`config.mk`:
```
export PLATFORM = sky130hd
export DESIGN_NAME = acp_host_port
export DESIGN_NICKNAME = d
export VERILOG_FILES = /design/src/hdl/acp_pkg.sv /design/src/hdl/acp_sync.sv /design/src/hdl/acp_stack.sv /design/src/hdl/acp_host_port.sv
export VERILOG_INCLUDE_DIRS = /design/src /design/src/hdl
export SDC_FILE = /design/constraint.sdc
export NUM_CORES = 1
export LEC_CHECK = 0
export BUFFER_PORTS_ARGS = -buffer_cell sky130_fd_sc_hd__buf_2
export CORE_ASPECT_RATIO = 1.1
export CORE_MARGIN = 3
export CORE_UTILIZATION = 40
export CTS_CLUSTER_DIAMETER = 50
export DETAILED_ROUTE_END_ITERATION = 16
export GPL_TIMING_DRIVEN = 0
export HOLD_SLACK_MARGIN = 0.05
export PLACE_DENSITY_LB_ADDON = 0.1
export SYNTH_ARGS = -nofsm -noshare
export SYNTH_HDL_FRONTEND = slang
export SYNTH_SLANG_ARGS = --single-unit
```
`constraint.sdc`:
```
create_clock -name clk_in -period 2.7 [get_ports clk_in]
set_clock_uncertainty 0.05 [all_clocks]
set_input_delay 0.54 -clock clk_in [delete_from_list [all_inputs] [get_ports clk_in]]
set_output_delay 0.54 -clock clk_in [all_outputs]
set_load 0.01 [all_outputs]
```
`src/hdl/acp_cfg.svh`:
```
/*
 constants of the coprocessor host port: command fields, reset values, timing counts.
 assumes a single 125 MHz core clock; included by bare name.
*/
`ifndef ACP_CFG_SVH
`define ACP_CFG_SVH

// core clock period and read stall time
`define ACP_CLK_PERIOD_NS 8
`define ACP_RD_WAIT_NS    24
`define ACP_RD_WAIT_CYC   ((`ACP_RD_WAIT_NS + `ACP_CLK_PERIOD_NS - 1) / `ACP_CLK_PERIOD_NS)

// command byte fields
`define ACP_OP_LSB        0
`define ACP_OP_MSB        4
`define ACP_FMT_BIT       5
`define ACP_PREC_BIT      6
`define ACP_SVC_BIT       7

// reset values
`define ACP_CMD_RST       8'h00
`define ACP_STATUS_RST    8'h00
`define ACP_DATA_RST      8'h00
`define ACP_STROBE_RST    4'hE
`define ACP_PTR_RST       8'h00

`endif

```
`src/hdl/acp_pkg.sv`:
```
/*
 types of the coprocessor host port.
 assumes nothing beyond the tool's package support.
*/
package acp_pkg;

   // access sequencer states
   typedef enum logic [2:0] {
      ST_IDLE,
      ST_HOLD,
      ST_READ,
      ST_SERVE
   } acp_state_t;

   typedef logic [7:0] acp_byte_t;

endpackage

```
`src/hdl/acp_sync.sv`:
```
/*
 two-stage synchroniser for a group of asynchronous levels.
 assumes inputs are quasi-static levels; no multi-bit coherence is promised.
*/
`timescale 1ns/1ps
module acp_sync #(
   parameter int               WIDTH   = 4,
   parameter logic [WIDTH-1:0] RST_VAL = '0
) (
   // clock and reset
   input  wire logic             clk_in,
   input  wire logic             nrst_in,
   // levels
   input  wire logic [WIDTH-1:0] async_in,
   output logic      [WIDTH-1:0] sync_out
);
   logic [WIDTH-1:0] meta_q;
   logic [WIDTH-1:0] stable_q;

   // the first stage feeds only the second stage
   genvar i;
   generate
      for (i = 0; i < WIDTH; i++) begin : g_bit
         always_ff @(posedge clk_in or negedge nrst_in) begin
            if (!nrst_in) begin
               meta_q[i]   <= RST_VAL[i];
               stable_q[i] <= RST_VAL[i];
            end else begin
               meta_q[i]   <= async_in[i];
               stable_q[i] <= meta_q[i];
            end
         end
      end
   endgenerate

   assign sync_out = stable_q;
endmodule // acp_sync

```
`src/hdl/acp_stack.sv`:
```
/*
 byte-wide operand stack, circular, no overflow detection.
 assumes push and pop never come in the same cycle.
*/
`timescale 1ns/1ps
`include "acp_cfg.svh"
module acp_stack #(
   parameter int DEPTH = 16
) (
   // clock and reset
   input  wire logic       clk_in,
   input  wire logic       nrst_in,
   // stack access
   input  wire logic       push_in,
   input  wire logic       pop_in,
   input  wire logic [7:0] data_in,
   output logic      [7:0] top_out
);
   localparam int AW = $clog2(DEPTH);

   logic [7:0]    mem [DEPTH];
   logic [AW-1:0] ptr_q;
   logic [AW-1:0] ptr_d;
   logic [AW-1:0] top_idx;

   assign top_idx = ptr_q - AW'(1);
   assign top_out = mem[top_idx];
   assign ptr_d   = push_in ? ptr_q + AW'(1) : (pop_in ? top_idx : ptr_q);

   // pointer is control state; the byte array itself is never reset
   always_ff @(posedge clk_in or negedge nrst_in) begin
      if (!nrst_in) begin
         ptr_q <= AW'(`ACP_PTR_RST);
      end else begin
         ptr_q <= ptr_d;
      end
   end

   always_ff @(posedge clk_in) begin
      if (push_in) begin
         mem[ptr_q] <= data_in;
      end
   end
endmodule // acp_stack

```
`src/hdl/acp_host_port.sv`:
```
/*
 host bus port and execution handshake of a stack-based arithmetic coprocessor.
 assumes the arithmetic core outside starts on cmd_start_out, pulses exec_done_in once
 per command and offers its status byte on status_in in that cycle.
*/
// Behaviour
// RULE_01: one eight-bit two-way path carries operands, results, commands and status.
// RULE_02: data select low: write pushes bus byte, read pops stack byte.
// RULE_03: command select high: write latches command, read returns status byte.
// RULE_04: strobes count only while chip select is low.
// RULE_05: host never asserts read and write strobes together.
// RULE_06: data lines driven only while chip select and read are low.
// RULE_07: strobes are asynchronous to the core clock and are synchronised.
// RULE_08: reset aborts command, clears status, returns sequencer to idle.
// RULE_09: reset leaves operand stack contents alone.
// RULE_10: reset is held at least five clock periods.
// RULE_11: no power-up initialisation; state follows only the external reset.
// RULE_12: completion pulled low at finish, released by ack, reset or access.
// RULE_13: completion acknowledge low clears completion output.
// RULE_14: acknowledge tied low gives a one-cycle completion pulse.
// RULE_15: command bit 7 set raises service request at finish.
// RULE_16: service request holds until ack, reset or non-service command finishes.
// RULE_17: service acknowledge low clears service request.
// RULE_18: access during execution holds wait low until execution ends.
// RULE_19: valid read holds wait low for the stack access time.
// RULE_20: command bits 0 to 4 select the operation.
// RULE_21: command bit 5 selects fixed point when set, float when clear.
// RULE_22: command bit 6 selects 16-bit when set, 32-bit when clear.
// RULE_23: host keeps bit 6 clear for float; illegal combinations are undefined.
// RULE_24: each strobe passes two flip-flops before it acts; the raw chip select and read pins end the data drive after one flip-flop.
`timescale 1ns/1ps
`include "acp_cfg.svh"
module acp_host_port #(
   parameter int STACK_DEPTH = 16,
   parameter int RD_WAIT_CYC = `ACP_RD_WAIT_CYC
) (
   // clock and reset
   input  wire logic              clk_in,
   input  wire logic              nrst_in,
   // host bus control
   input  wire logic              cs_n_in,
   input  wire logic              cd_in,
   input  wire logic              rd_n_in,
   input  wire logic              wr_n_in,
   // host data lines
   input  wire acp_pkg::acp_byte_t host_data_lines_in,
   output acp_pkg::acp_byte_t     host_data_lines_out,
   output logic                   host_data_lines_oe_out,
   // completion and service handshake
   input  wire logic              completion_ack_n_in,
   input  wire logic              service_ack_n_in,
   output logic                   done_n_out,
   output logic                   done_oe_out,
   output logic                   service_request_out,
   output logic                   wait_n_out,
   // arithmetic core side
   input  wire logic              exec_done_in,
   input  wire acp_pkg::acp_byte_t status_in,
   output logic                   cmd_start_out,
   output logic [4:0]             cmd_op_out,
   output logic                   cmd_fixed_out,
   output logic                   cmd_single_out,
   output logic                   busy_out
);
   import acp_pkg::*;

   function automatic logic [4:0] cmd_op(input acp_byte_t c);
      cmd_op = c[`ACP_OP_MSB:`ACP_OP_LSB];
   endfunction

   // synchronised strobes
   logic [3:0] strobe_s;
   logic       cs_s;
   logic       rd_s;
   logic       wr_s;
   logic       cd_s;

   // sequencer and handshake state
   acp_state_t st_q;
   acp_state_t st_d;
   logic [3:0] cnt_q;
   logic [3:0] cnt_d;
   logic       acc_q;
   logic       exec_q;
   logic       exec_d;
   acp_byte_t  cmd_q;
   acp_byte_t  cmd_d;
   acp_byte_t  status_q;
   acp_byte_t  status_d;
   acp_byte_t  data_q;
   acp_byte_t  data_d;
   logic       oe_q;
   logic       oe_d;
   logic       done_q;
   logic       done_d;
   logic       service_request_q;
   logic       service_request_d;
   logic       wait_n_q;
   logic       wait_n_d;
   logic       start_q;

   // decode wires
   logic       rd_act;
   logic       wr_act;
   logic       acc_act;
   logic       acc_start;
   logic       go_access;
   logic       do_write;
   logic       go_read;
   logic       rd_done;
   logic       push;
   logic       pop;
   logic       cmd_load;
   logic       finish;
   logic       rd_pins;
   acp_byte_t  stack_top;

   acp_sync #(
      .WIDTH   (4),
      .RST_VAL (`ACP_STROBE_RST)
   ) u_sync (
      .clk_in   (clk_in),
      .nrst_in  (nrst_in),
      .async_in ({cs_n_in, rd_n_in, wr_n_in, cd_in}), // see RULE_07, see RULE_24
      .sync_out (strobe_s)
   );

   assign cs_s = strobe_s[3];
   assign rd_s = strobe_s[2];
   assign wr_s = strobe_s[1];
   assign cd_s = strobe_s[0];

   // strobes qualified by chip select; read and write are trusted exclusive
   assign rd_act    = !cs_s && !rd_s;                     // see RULE_04
   assign wr_act    = !cs_s && !wr_s;                     // see RULE_04, see RULE_05
   assign acc_act   = rd_act || wr_act;
   assign acc_start = acc_act && !acc_q;

   // an access that meets a running command parks in hold until it ends
   assign go_access = ((st_q == ST_IDLE) && acc_start && !exec_q)
                   || ((st_q == ST_HOLD) && acc_act && !exec_q); // see RULE_18
   assign do_write  = go_access && wr_act;
   assign go_read   = go_access && rd_act;
   assign rd_done   = (st_q == ST_READ) && (cnt_q == 4'h0);

   assign push      = do_write && !cd_s;                  // see RULE_02
   assign cmd_load  = do_write && cd_s;                   // see RULE_03
   assign pop       = rd_done && !cd_s;                   // see RULE_02
   assign finish    = exec_q && exec_done_in;

   // raw pins gate the driver so it lets go one edge after the strobe ends
   assign rd_pins   = !cs_n_in && !rd_n_in;

   always_comb begin
      st_d  = st_q;
      cnt_d = cnt_q;
      case (st_q)
         ST_IDLE: begin
            if (acc_start && exec_q) begin
               st_d = ST_HOLD;
            end else if (go_read) begin
               st_d  = ST_READ;
               cnt_d = 4'(RD_WAIT_CYC - 1);
            end else if (do_write) begin
               st_d = ST_SERVE;
            end
         end
         ST_HOLD: begin
            if (!acc_act) begin
               st_d = ST_IDLE;
            end else if (go_read) begin
               st_d  = ST_READ;
               cnt_d = 4'(RD_WAIT_CYC - 1);
            end else if (do_write) begin
               st_d = ST_SERVE;
            end
         end
         ST_READ: begin
            if (rd_done) begin
               st_d = ST_SERVE;
            end else begin
               cnt_d = cnt_q - 4'h1;                      // see RULE_19
            end
         end
         ST_SERVE: begin
            if (!acc_act) begin
               st_d = ST_IDLE;
            end
         end
         default: begin
            st_d = ST_IDLE;
         end
      endcase
   end

   assign exec_d   = cmd_load || (exec_q && !exec_done_in);
   assign cmd_d    = cmd_load ? host_data_lines_in : cmd_q;    // see RULE_03
   assign status_d = finish ? status_in : status_q;
   assign data_d   = rd_done ? (cd_s ? status_q : stack_top) : data_q; // see RULE_02, see RULE_03
   assign oe_d     = (st_d == ST_SERVE) && rd_pins && (st_q != ST_IDLE)
                   && rd_act;                                  // see RULE_06, see RULE_01
   // set wins over every clear, so a tied-low ack still leaves a one-cycle pulse
   assign done_d   = finish || (done_q && completion_ack_n_in && !acc_start); // see RULE_12, see RULE_13, see RULE_14
   assign service_request_d  = finish ? cmd_q[`ACP_SVC_BIT] : (service_request_q && service_ack_n_in); // see RULE_15, see RULE_16, see RULE_17
   assign wait_n_d = !((st_d == ST_HOLD) || (st_d == ST_READ)); // see RULE_18, see RULE_19

   // reset clears control and status only; stack bytes survive
   always_ff @(posedge clk_in or negedge nrst_in) begin
      if (!nrst_in) begin
         st_q     <= ST_IDLE;                             // see RULE_08, see RULE_11
         cnt_q    <= 4'h0;
         acc_q    <= 1'b0;
         exec_q   <= 1'b0;                                // see RULE_08
         cmd_q    <= `ACP_CMD_RST;
         status_q <= `ACP_STATUS_RST;                     // see RULE_08
         data_q   <= `ACP_DATA_RST;
         oe_q     <= 1'b0;
         done_q   <= 1'b0;
         service_request_q  <= 1'b0;
         wait_n_q <= 1'b1;
         start_q  <= 1'b0;
      end else begin
         st_q     <= st_d;
         cnt_q    <= cnt_d;
         acc_q    <= acc_act;
         exec_q   <= exec_d;
         cmd_q    <= cmd_d;
         status_q <= status_d;
         data_q   <= data_d;
         oe_q     <= oe_d;
         done_q   <= done_d;
         service_request_q  <= service_request_d;
         wait_n_q <= wait_n_d;
         start_q  <= cmd_load;
      end
   end

   acp_stack #(
      .DEPTH (STACK_DEPTH)
   ) u_stack (
      .clk_in  (clk_in),
      .nrst_in (nrst_in),                                 // see RULE_09
      .push_in (push),
      .pop_in  (pop),
      .data_in (host_data_lines_in),
      .top_out (stack_top)
   );

   // open drain: only the enable moves, the level is always low
   assign done_n_out             = 1'b0;
   assign done_oe_out            = done_q;
   assign service_request_out    = service_request_q;
   assign wait_n_out             = wait_n_q;
   assign host_data_lines_out    = data_q;
   assign host_data_lines_oe_out = oe_q;
   assign cmd_start_out          = start_q;
   assign cmd_op_out             = cmd_op(cmd_q);              // see RULE_20
   assign cmd_fixed_out          = cmd_q[`ACP_FMT_BIT];        // see RULE_21
   // bit 6 passed raw; float commands with it set are the host's problem
   assign cmd_single_out         = cmd_q[`ACP_PREC_BIT];       // see RULE_22, see RULE_23
   assign busy_out               = exec_q;
endmodule // acp_host_port

```
==> results.md, run 1 <==
| Result | Value | Unit |
|---|---|---|
| Status | finished, final reports clean | - |
| Sequential fraction of the synthesis area | 0.693 | - |
| Setup TNS Final | 0 | ns |
| Floorplan core area | 17900 | um^2 |
| CTS Sinks | 178 | - |
| Number of global-route vias before repair | 4132 | - |
| Storage cell area | 5100 | um^2 |
| FF-to-FF path depth | 10 | - |
| Clock edge transition at the registers on the reported setup and hold paths | 0.07 | ns |
| Number of synthesized flops with an enable pin | 128 | - |
| Worst path most repeated cell | sky130_fd_sc_hd__buf_12 | - |
| Maximum single-stage delay on the critical path | 0.48 | ns |
| Detailed-route DRC error count | 0 | - |
| Final critical path time including I/O delays and setup | 2.63 | ns |
| Number of diodes added for antenna fixing | 0 | - |
| Setup repair after global routing missed its margin | false | - |
| Area grow syn2layout | 18.2 | % |
| Share of layout cells above drive strength 1 | 0.367 | - |
| Portion of synthesized cell area occupied by the leading cell type | 0.522 | - |
| Number of filler cells placed in the layout | 1544 | - |
| Share of flip-flops with an asynchronous set or reset after synthesis | 0.281 | - |
| Count of input and output buffers | 45 | - |
| Post-synthesis instance area | 7360 | um^2 |
| Num CTS Buffers | 17 | - |
| Slew Viols, Final | 0 | - |
| Die Y-Extent | 148 | um |
| Number of vias in the routed layout | 3873 | - |
| Crit-path leading delay family | compound AO/OA/AOI/OAI gates | - |
| Number of cells after detailed placement | 713 | - |
| Worst setup slack before clock tree synthesis | -0.978 | ns |
| Synthesized area per cell | 17.2 | um^2 |
| Slowest-stage cell, CP | sky130_fd_sc_hd__a2111oi_2 | - |
| Worst min path class | in -> reg | - |
| Data arrival, critical path | 2.87 | ns |
| Power density over the cells | 1020 | nW/um^2 |
| Start point of the worst min-delay path | wr_n_in | - |
| Relative contribution of sequential cells to total power | 0.368 | - |
| Top cell type by total area after synthesis | sky130_fd_sc_hd__edfxtp_1 | - |
| Setup Viol. Count Final | 0 | - |
| Count of different cell masters after synthesis | 63 | - |
| Initial antenna violation count | 0 | - |
| Die W | 135 | um |
| Routed WL | 15.8 | mm |
| Footprint of the multi-input gates | 2140 | um^2 |
| Insertion delay to the later sink of the worst-skew pair | 0.43 | ns |
| Grt ovf | 0 | - |
| Worst VDD drop | 0.490 | mV |
| Cells after Synth | 429 | - |
| Count of final hold-check violations | 0 | - |
| Top FF cell, synth | sky130_fd_sc_hd__edfxtp_1 | - |
| Actual transition at the worst max-transition pin | 1.09 | ns |
| Buffer levels on the longest clock path | 2 | - |
| TritonCTS clock tree | yes | - |
| Leading cell types by total area after synthesis | sky130_fd_sc_hd__edfxtp_1 (52%), sky130_fd_sc_hd__dfrtp_1 (15%), sky130_fd_sc_hd__mux4_2 (9.8%), sky130_fd_sc_hd__dfstp_2 (2.5%), sky130_fd_sc_hd__mux2_1 (1.2%) | - |
| Data required time of the worst path | 2.94 | ns |
| Maximum number of pins on one net before global-route repair | 51 | - |
| Worst Hold Path EP | u_sync.meta_q[1] | - |
| Clock group share of total power | 0.290 | - |
| R2R Path End | host_data_lines_out[7] | - |
| Slew headroom | 0.273 | - |
| Int Pwr | 0.00602 | W |
| Maximum fanout encountered on the critical timing path | 10 | - |
| FMAX | 0.380 | GHz |
| Post-route antenna net violation count | 0 | - |
| # nets final | 527 | - |
| Root buf cell | sky130_fd_sc_hd__clkbuf_16 | - |
| CP bufs+invs | 5 | - |
| First-pass DRT Iterations | 4 | - |
| Chain of cells forming the critical path | buf_12, buf_12, inv_2, ha_1, buf_6, buf_12, mux4_2, a21boi_0, a2111oi_2, o31ai_1 | - |
| Ratio of routed vias to standard cells | 5.18 | - |
| Average detailed-routed wire length per instance | 21.2 | um |
| GRT Total Usage | 0.169 | - |
| Count of H-tree levels built during CTS | 4 | - |
| Type of the worst setup path | reg -> reg | - |
| Setup slack after layout | 0.0691 | ns |
| Net Switching | 0.00289 | W |
| I/O pin total | 47 | - |
| Kind of end point of the critical path | register | - |
| Leakage dissipation | 3.15 | nW |
| Std-Cell Rows | 51 | - |
| Combinational fraction of design power | 0.342 | - |
| MaxCap Viol Count | 0 | - |
| Final instance count without filler cells | 747 | - |
| Half-perimeter wire length after placement | 10.8 | mm |
| Initial Util | 0.412 | - |
| Leading cell types by count after synthesis | sky130_fd_sc_hd__edfxtp_1 (128), sky130_fd_sc_hd__dfrtp_1 (43), sky130_fd_sc_hd__mux4_2 (32) | - |
| Startpoint of the most critical register-to-register path | u_stack.ptr_q[0] | - |
| Final estimated routing congestion in global placement | 0.872 | - |
| Area of the die | 20100 | um^2 |
| Number of DRC markers after the initial detailed-route iteration | 243 | - |
| Sw Ratio | 0.324 | - |
| Number of cells traversed by the worst hold path | 1 | - |
| Count leader, synth | sky130_fd_sc_hd__edfxtp_1 | - |
| First-pass GRT wire length | 24.9 | mm |
| Flops & latches, synth | 178 | - |
| Setup slack of the most critical reg-to-reg path | 0.07 | ns |
| Yosys warning total | 0 | - |
| Crit share post-route | 0.974 | - |
| Type of element launching the critical path | register | - |
## final cells by class
cell class,count,share of cell area
Tap cell,238,0.0342
Clock inverter,14,0.0223
Timing Repair Buffer,47,0.0276
Inverter,28,0.0121
Buffer,22,0.0216
Sequential cell,178,0.587
Multi-Input combinational cell,202,0.246
Clock buffer,18,0.0494
## metrics by stage
stage | utilization | area (um^2) | hold WS, ns | total power [W]
after floorplan | - | 7360 | 0.194 | 0.00515
after global placement | 0.441 | 7890 | 0.296 | 0.00597
after detailed placement | 0.441 | 7890 | 0.302 | 0.00600
after CTS | 0.483 | 8630 | 0.141 | 0.00893
after global routing | 0.487 | 8700 | 0.143 | 0.00934
final | 0.487 | 8700 | 0.167 | 0.00891
## cell usage in the layout (no fill, tap or decap), types with 10 or more instances in the layout
master / n
sky130_fd_sc_hd__and2_2: 12
sky130_fd_sc_hd__buf_2: 45
sky130_fd_sc_hd__mux4_2: 32
sky130_fd_sc_hd__nor2_1: 12
sky130_fd_sc_hd__inv_1: 20
sky130_fd_sc_hd__nand2_1: 12
sky130_fd_sc_hd__edfxtp_1: 128
sky130_fd_sc_hd__clkbuf_16: 17
sky130_fd_sc_hd__dfrtp_1: 42
sky130_fd_sc_hd__nor2b_1: 10
## flip-flops by register name (all words and copies together), names as in the netlist, 4 cells and up
register,cells
u_stack.mem,128
u_sync.sync_out,4
u_stack.ptr_q,4
cmd_q,8
u_sync.meta_q,4
status_q,8
host_data_lines_out,8
cnt_q,4
## routing by layer
layer  vias up  track usage  part of all wire  wire length [um]
met4         0       0.0469             0.011               176
met3        10       0.0372             0.028               451
met5         -            0                 0                 0
li1       1803            -                 -                 -
met2        58        0.279              0.51              8070
met1      2002        0.226              0.45              7130
## how the worst max path moves through the flow
stage | from | end | slack (ns) | cells past startpoint
floorplan | u_stack.ptr_q[0] | host_data_lines_out[0] | 0.05 | 9
global placement | u_stack.ptr_q[0] | host_data_lines_out[2] | -0.95 | 11
detailed placement | u_stack.ptr_q[0] | host_data_lines_out[2] | -0.98 | 11
CTS | u_stack.ptr_q[0] | host_data_lines_out[6] | 0.004 | 11
global route | u_stack.ptr_q[0] | host_data_lines_out[7] | 0.003 | 10
finish | u_stack.ptr_q[0] | host_data_lines_out[7] | 0.07 | 10
## power groups by stage
stage	Combinational, W	Clock (W)	Sequential (W)
4_1_cts	0.00301	0.00264	0.00328
6_report	0.00305	0.00259	0.00328
2_1_floorplan	0.00182	0	0.00333
3_5_place_dp	0.00266	0	0.00334
5_1_grt	0.00328	0.00275	0.00331
3_3_place_gp	0.00264	0	0.00333
## logic make-up (layout without fill, tap and decap cells)
| group | count (synthesis) | count (layout) | share of synthesized area |
|---|---|---|---|
| flops | 178 | 178 | 0.693 |
| simple gates | 77 | 77 | 0.0636 |
| compound gates | 66 | 66 | 0.0741 |
| buf+inv | 50 | 129 | 0.0321 |
| mux | 48 | 48 | 0.122 |
| fa+ha+maj | 6 | 6 | 0.0102 |
| xor+xnor | 3 | 3 | 0.00357 |
| other cells | 1 | 2 | 0.000510 |
## repair_timing
| item | CTS | global route |
|---|---|---|
| gates resized for setup | 28 | 17 |
| setup buffers | 2 | 0 |
| hold buffers | 0 | 0 |
| cloned | 0 | 0 |
| setup endpoints to repair | 9 | 103 |
| pin swaps | 2 | 6 |
## worst reg2reg max path: cells and delay by family (launching register included)
kind,cells,cell delay [ns]
compound gates,3,0.77
fa+ha+maj,1,0.24
buf+inv,5,0.69
flops,1,0.43
mux,1,0.31
(Power assumes the default switching activity.)
==> inputs of run 2 (changes only) <==
--- a/config.mk
+++ b/config.mk
@@ -7,4 +7,5 @@
 export NUM_CORES = 1
 export LEC_CHECK = 0
+export ABC_AREA = 0
 export BUFFER_PORTS_ARGS = -buffer_cell sky130_fd_sc_hd__buf_2
 export CORE_ASPECT_RATIO = 1.1
==> constraint.sdc (replaced) <==
create_clock -name clk_in -period 2.7 [get_ports clk_in]
set_clock_uncertainty 0.05 [all_clocks]
set_input_delay 0.135 -clock clk_in [delete_from_list [all_inputs] [get_ports clk_in]]
set_output_delay 0.135 -clock clk_in [all_outputs]
set_load 0.01 [all_outputs]
==> run 2 against run 1 <==
Die area unchanged. Worst setup slack better by 0.0052 ns. Routed wire length up 0.44%. Utilization is 0.90 points higher. Critical path depth unchanged. Hold slack got worse by 0.084 ns. Non-clock buffer count up 16. Final cell count rose by 2.1%. Fmax up 0.20%. Largest cell class unchanged. Largest power group unchanged. Highest routed layer unchanged.
==> results.md, run 2 (same netlist as run 1, synthesis figures left out) <==
| Result | Value | Unit | Delta |
|---|---|---|---|
| Status | finished, final reports clean | - |  |
| Total stage count of the critical path | 10 | - | unchanged |
| Actual transition at the worst max-transition pin | 1.08 | ns | -0.00618 ns |
| Root buf cell | sky130_fd_sc_hd__clkbuf_16 | - |  |
| First-pass GRT wire length | 25.1 | mm | +0.63% |
| GRT Total Usage | 0.170 | - | +0.000873 |
| Largest register by flop count | u_stack.mem | - |  |
| Count of H-tree levels built during CTS | 4 | - | unchanged |
| Initial Util | 0.412 | - | unchanged |
| Num CTS Buffers | 17 | - | unchanged |
| Final critical path time including I/O delays and setup | 2.63 | ns | -0.00523 ns |
| # nets final | 543 | - | +3.0% |
| Grt ovf | 0 | - | unchanged |
| FF-to-FF path depth | 10 | - | unchanged |
| Leakage dissipation | 3.22 | nW | +2.1% |
| Final instance count without filler cells | 763 | - | +2.1% |
| Slowest-stage cell, CP | sky130_fd_sc_hd__a2111oi_2 | - |  |
| Crit-path leading delay family | compound AO/OA/AOI/OAI gates | - |  |
| Data arrival, critical path | 2.86 | ns | about the same |
| Max reg flops | 128 | - | unchanged |
| Post-route antenna net violation count | 0 | - | unchanged |
| Number of vias in the routed layout | 3968 | - | +2.5% |
| CTS Sinks | 178 | - | unchanged |
| Insertion delay to the later sink of the worst-skew pair | 0.43 | ns | about the same |
| Number of DRC markers after the initial detailed-route iteration | 236 | - | -2.9% |
| Number of global-route vias before repair | 4194 | - | +1.5% |
| Initial antenna violation count | 0 | - | unchanged |
| Worst hold slack across all endpoints | 0.0827 | ns | -0.0839 ns |
| Maximum fanout encountered on the critical timing path | 10 | - | unchanged |
| TritonCTS clock tree | yes | - |  |
| Clock edge transition at the registers on the reported setup and hold paths | 0.07 | ns | about the same |
| Setup Viol. Count Final | 0 | - | unchanged |
| Type of element launching the critical path | register | - |  |
| Data required time of the worst path | 2.94 | ns | about the same |
| Final instance area | 8860 | um^2 | +1.8% |
| Average detailed-routed wire length per instance | 20.8 | um | -1.7% |
| First-pass DRT Iterations | 4 | - | unchanged |
| Most common library cell in the layout ignoring fill and taps | sky130_fd_sc_hd__edfxtp_1 | - |  |
| Total power after layout | 0.00893 | W | +0.25% |
| Half-perimeter wire length after placement | 10.8 | mm | unchanged |
| Slew headroom | 0.277 | - | +0.00412 |
| Commonest cells after routing, fill and taps aside | sky130_fd_sc_hd__edfxtp_1 (128), sky130_fd_sc_hd__buf_2 (45), sky130_fd_sc_hd__dfrtp_1 (42) | - |  |
| Slew Viols, Final | 0 | - | unchanged |
| Number of diodes added for antenna fixing | 0 | - | unchanged |
| Die W | 135 | um | unchanged |
| Power density over the cells | 1010 | nW/um^2 | -1.6% |
| Area of the die | 20100 | um^2 | unchanged |
| Share of layout cells above drive strength 1 | 0.356 | - | -0.0112 |
| Die Y-Extent | 148 | um | unchanged |
| R2R Path End | host_data_lines_out[7] | - |  |
| Number of cells after detailed placement | 713 | - | unchanged |
| Worst VDD drop | 0.490 | mV | about the same |
| Floorplan core area | 17900 | um^2 | unchanged |
| Maximum single-stage delay on the critical path | 0.48 | ns | about the same |
| Count of input and output buffers | 45 | - | unchanged |
| Setup slack of the most critical reg-to-reg path | 0.07 | ns | about the same |
| Chain of cells forming the critical path | buf_12, buf_12, inv_2, ha_1, buf_6, buf_12, mux4_2, a21boi_0, a2111oi_2, o31ai_1 | - |  |
| Ratio of routed vias to standard cells | 5.20 | - | +0.30% |
| Type of the worst setup path | reg -> reg | - |  |
| Final estimated routing congestion in global placement | 0.872 | - | unchanged |
| Worst setup startpoint | u_stack.ptr_q[0] | - |  |
| MaxCap Viol Count | 0 | - | unchanged |
| Count of final hold-check violations | 0 | - | unchanged |
| CP bufs+invs | 5 | - | unchanged |
| I/O pin total | 47 | - | unchanged |
| Destination of the critical timing path | host_data_lines_out[7] | - |  |
| FMAX | 0.381 | GHz | +0.20% |
| Area grow syn2layout | 20.3 | % |  |
| Maximum number of pins on one net before global-route repair | 51 | - | unchanged |
| Worst path most repeated cell | sky130_fd_sc_hd__buf_12 | - |  |
| Buffer levels on the longest clock path | 2 | - | unchanged |
| Crit share post-route | 0.972 | - | -0.00194 |
| Startpoint of the most critical register-to-register path | u_stack.ptr_q[0] | - |  |
| Kind of end point of the critical path | register | - |  |
| Worst min path class | in -> reg | - |  |
| Detailed-route DRC error count | 0 | - | unchanged |
| Placed instance area | 7890 | um^2 | unchanged |
| Setup repair after global routing missed its margin | false | - |  |
| Routed WL | 15.9 | mm | +0.44% |
| Std-Cell Rows | 51 | - | unchanged |
[run 2: what timing repair did]
action                     4_1_cts  5_1_grt
hold buffers                    16        0
setup buffers                    2        0
hold endpoints to repair        59        0
setup endpoints to repair        9      103
resized for setup               28       17
pin swaps                        2        6
[run 2: area by class of cell]
type | count | area [um^2]
repair buffers | 63 | 400
clock buffers | 18 | 429
well taps | 238 | 298
clock inverters | 14 | 194
inverters | 28 | 105
plain buffers | 22 | 188
flip-flops and latches | 178 | 5100
multi-input cells | 202 | 2140
fillers | 1533 | 9010
[run 2: report_power, final]
group | total, W | switching (W) | internal (W)
clock | 0.00259 | 0.00110 | 0.00149
combinational | 0.00306 | 0.00165 | 0.00141
sequential | 0.00328 | 0.000144 | 0.00314
total | 0.00893 | 0.00290 | 0.00604
[run 2: how the worst min path moves through the flow]
stage / from / end / slack, ns / cells after the start
6_report: host_data_lines_in[1] / u_stack.mem[4][1] / 0.08 / 1
4_1_cts: host_data_lines_in[7] / u_stack.mem[4][7] / 0.07 / 1
5_1_grt: host_data_lines_in[1] / u_stack.mem[4][1] / 0.08 / 1
3_5_place_dp: wr_n_in / u_sync.meta_q[1] / 0.19 / 1
3_3_place_gp: wr_n_in / u_sync.meta_q[1] / 0.19 / 1
2_1_floorplan: nrst_in / acc_q / -0.21 / 0
[run 2: metrics by stage]
stage                      util  TNS, ns  worst slack, ns
after floorplan               -        0           0.0495
after global placement    0.441    -6.50           -0.949
after detailed placement  0.441    -6.99           -0.978
after CTS                 0.492        0          0.00415
after global routing      0.496        0          0.00291
final                     0.496        0           0.0744
[run 2: per-layer routing]
layer	routed length (um)	vias to the layer above	global-route usage
li1	-	1837	-
met3	664	10	0.0369
met5	0	-	0
met4	176	0	0.0469
met1	7020	2039	0.227
met2	8030	82	0.282
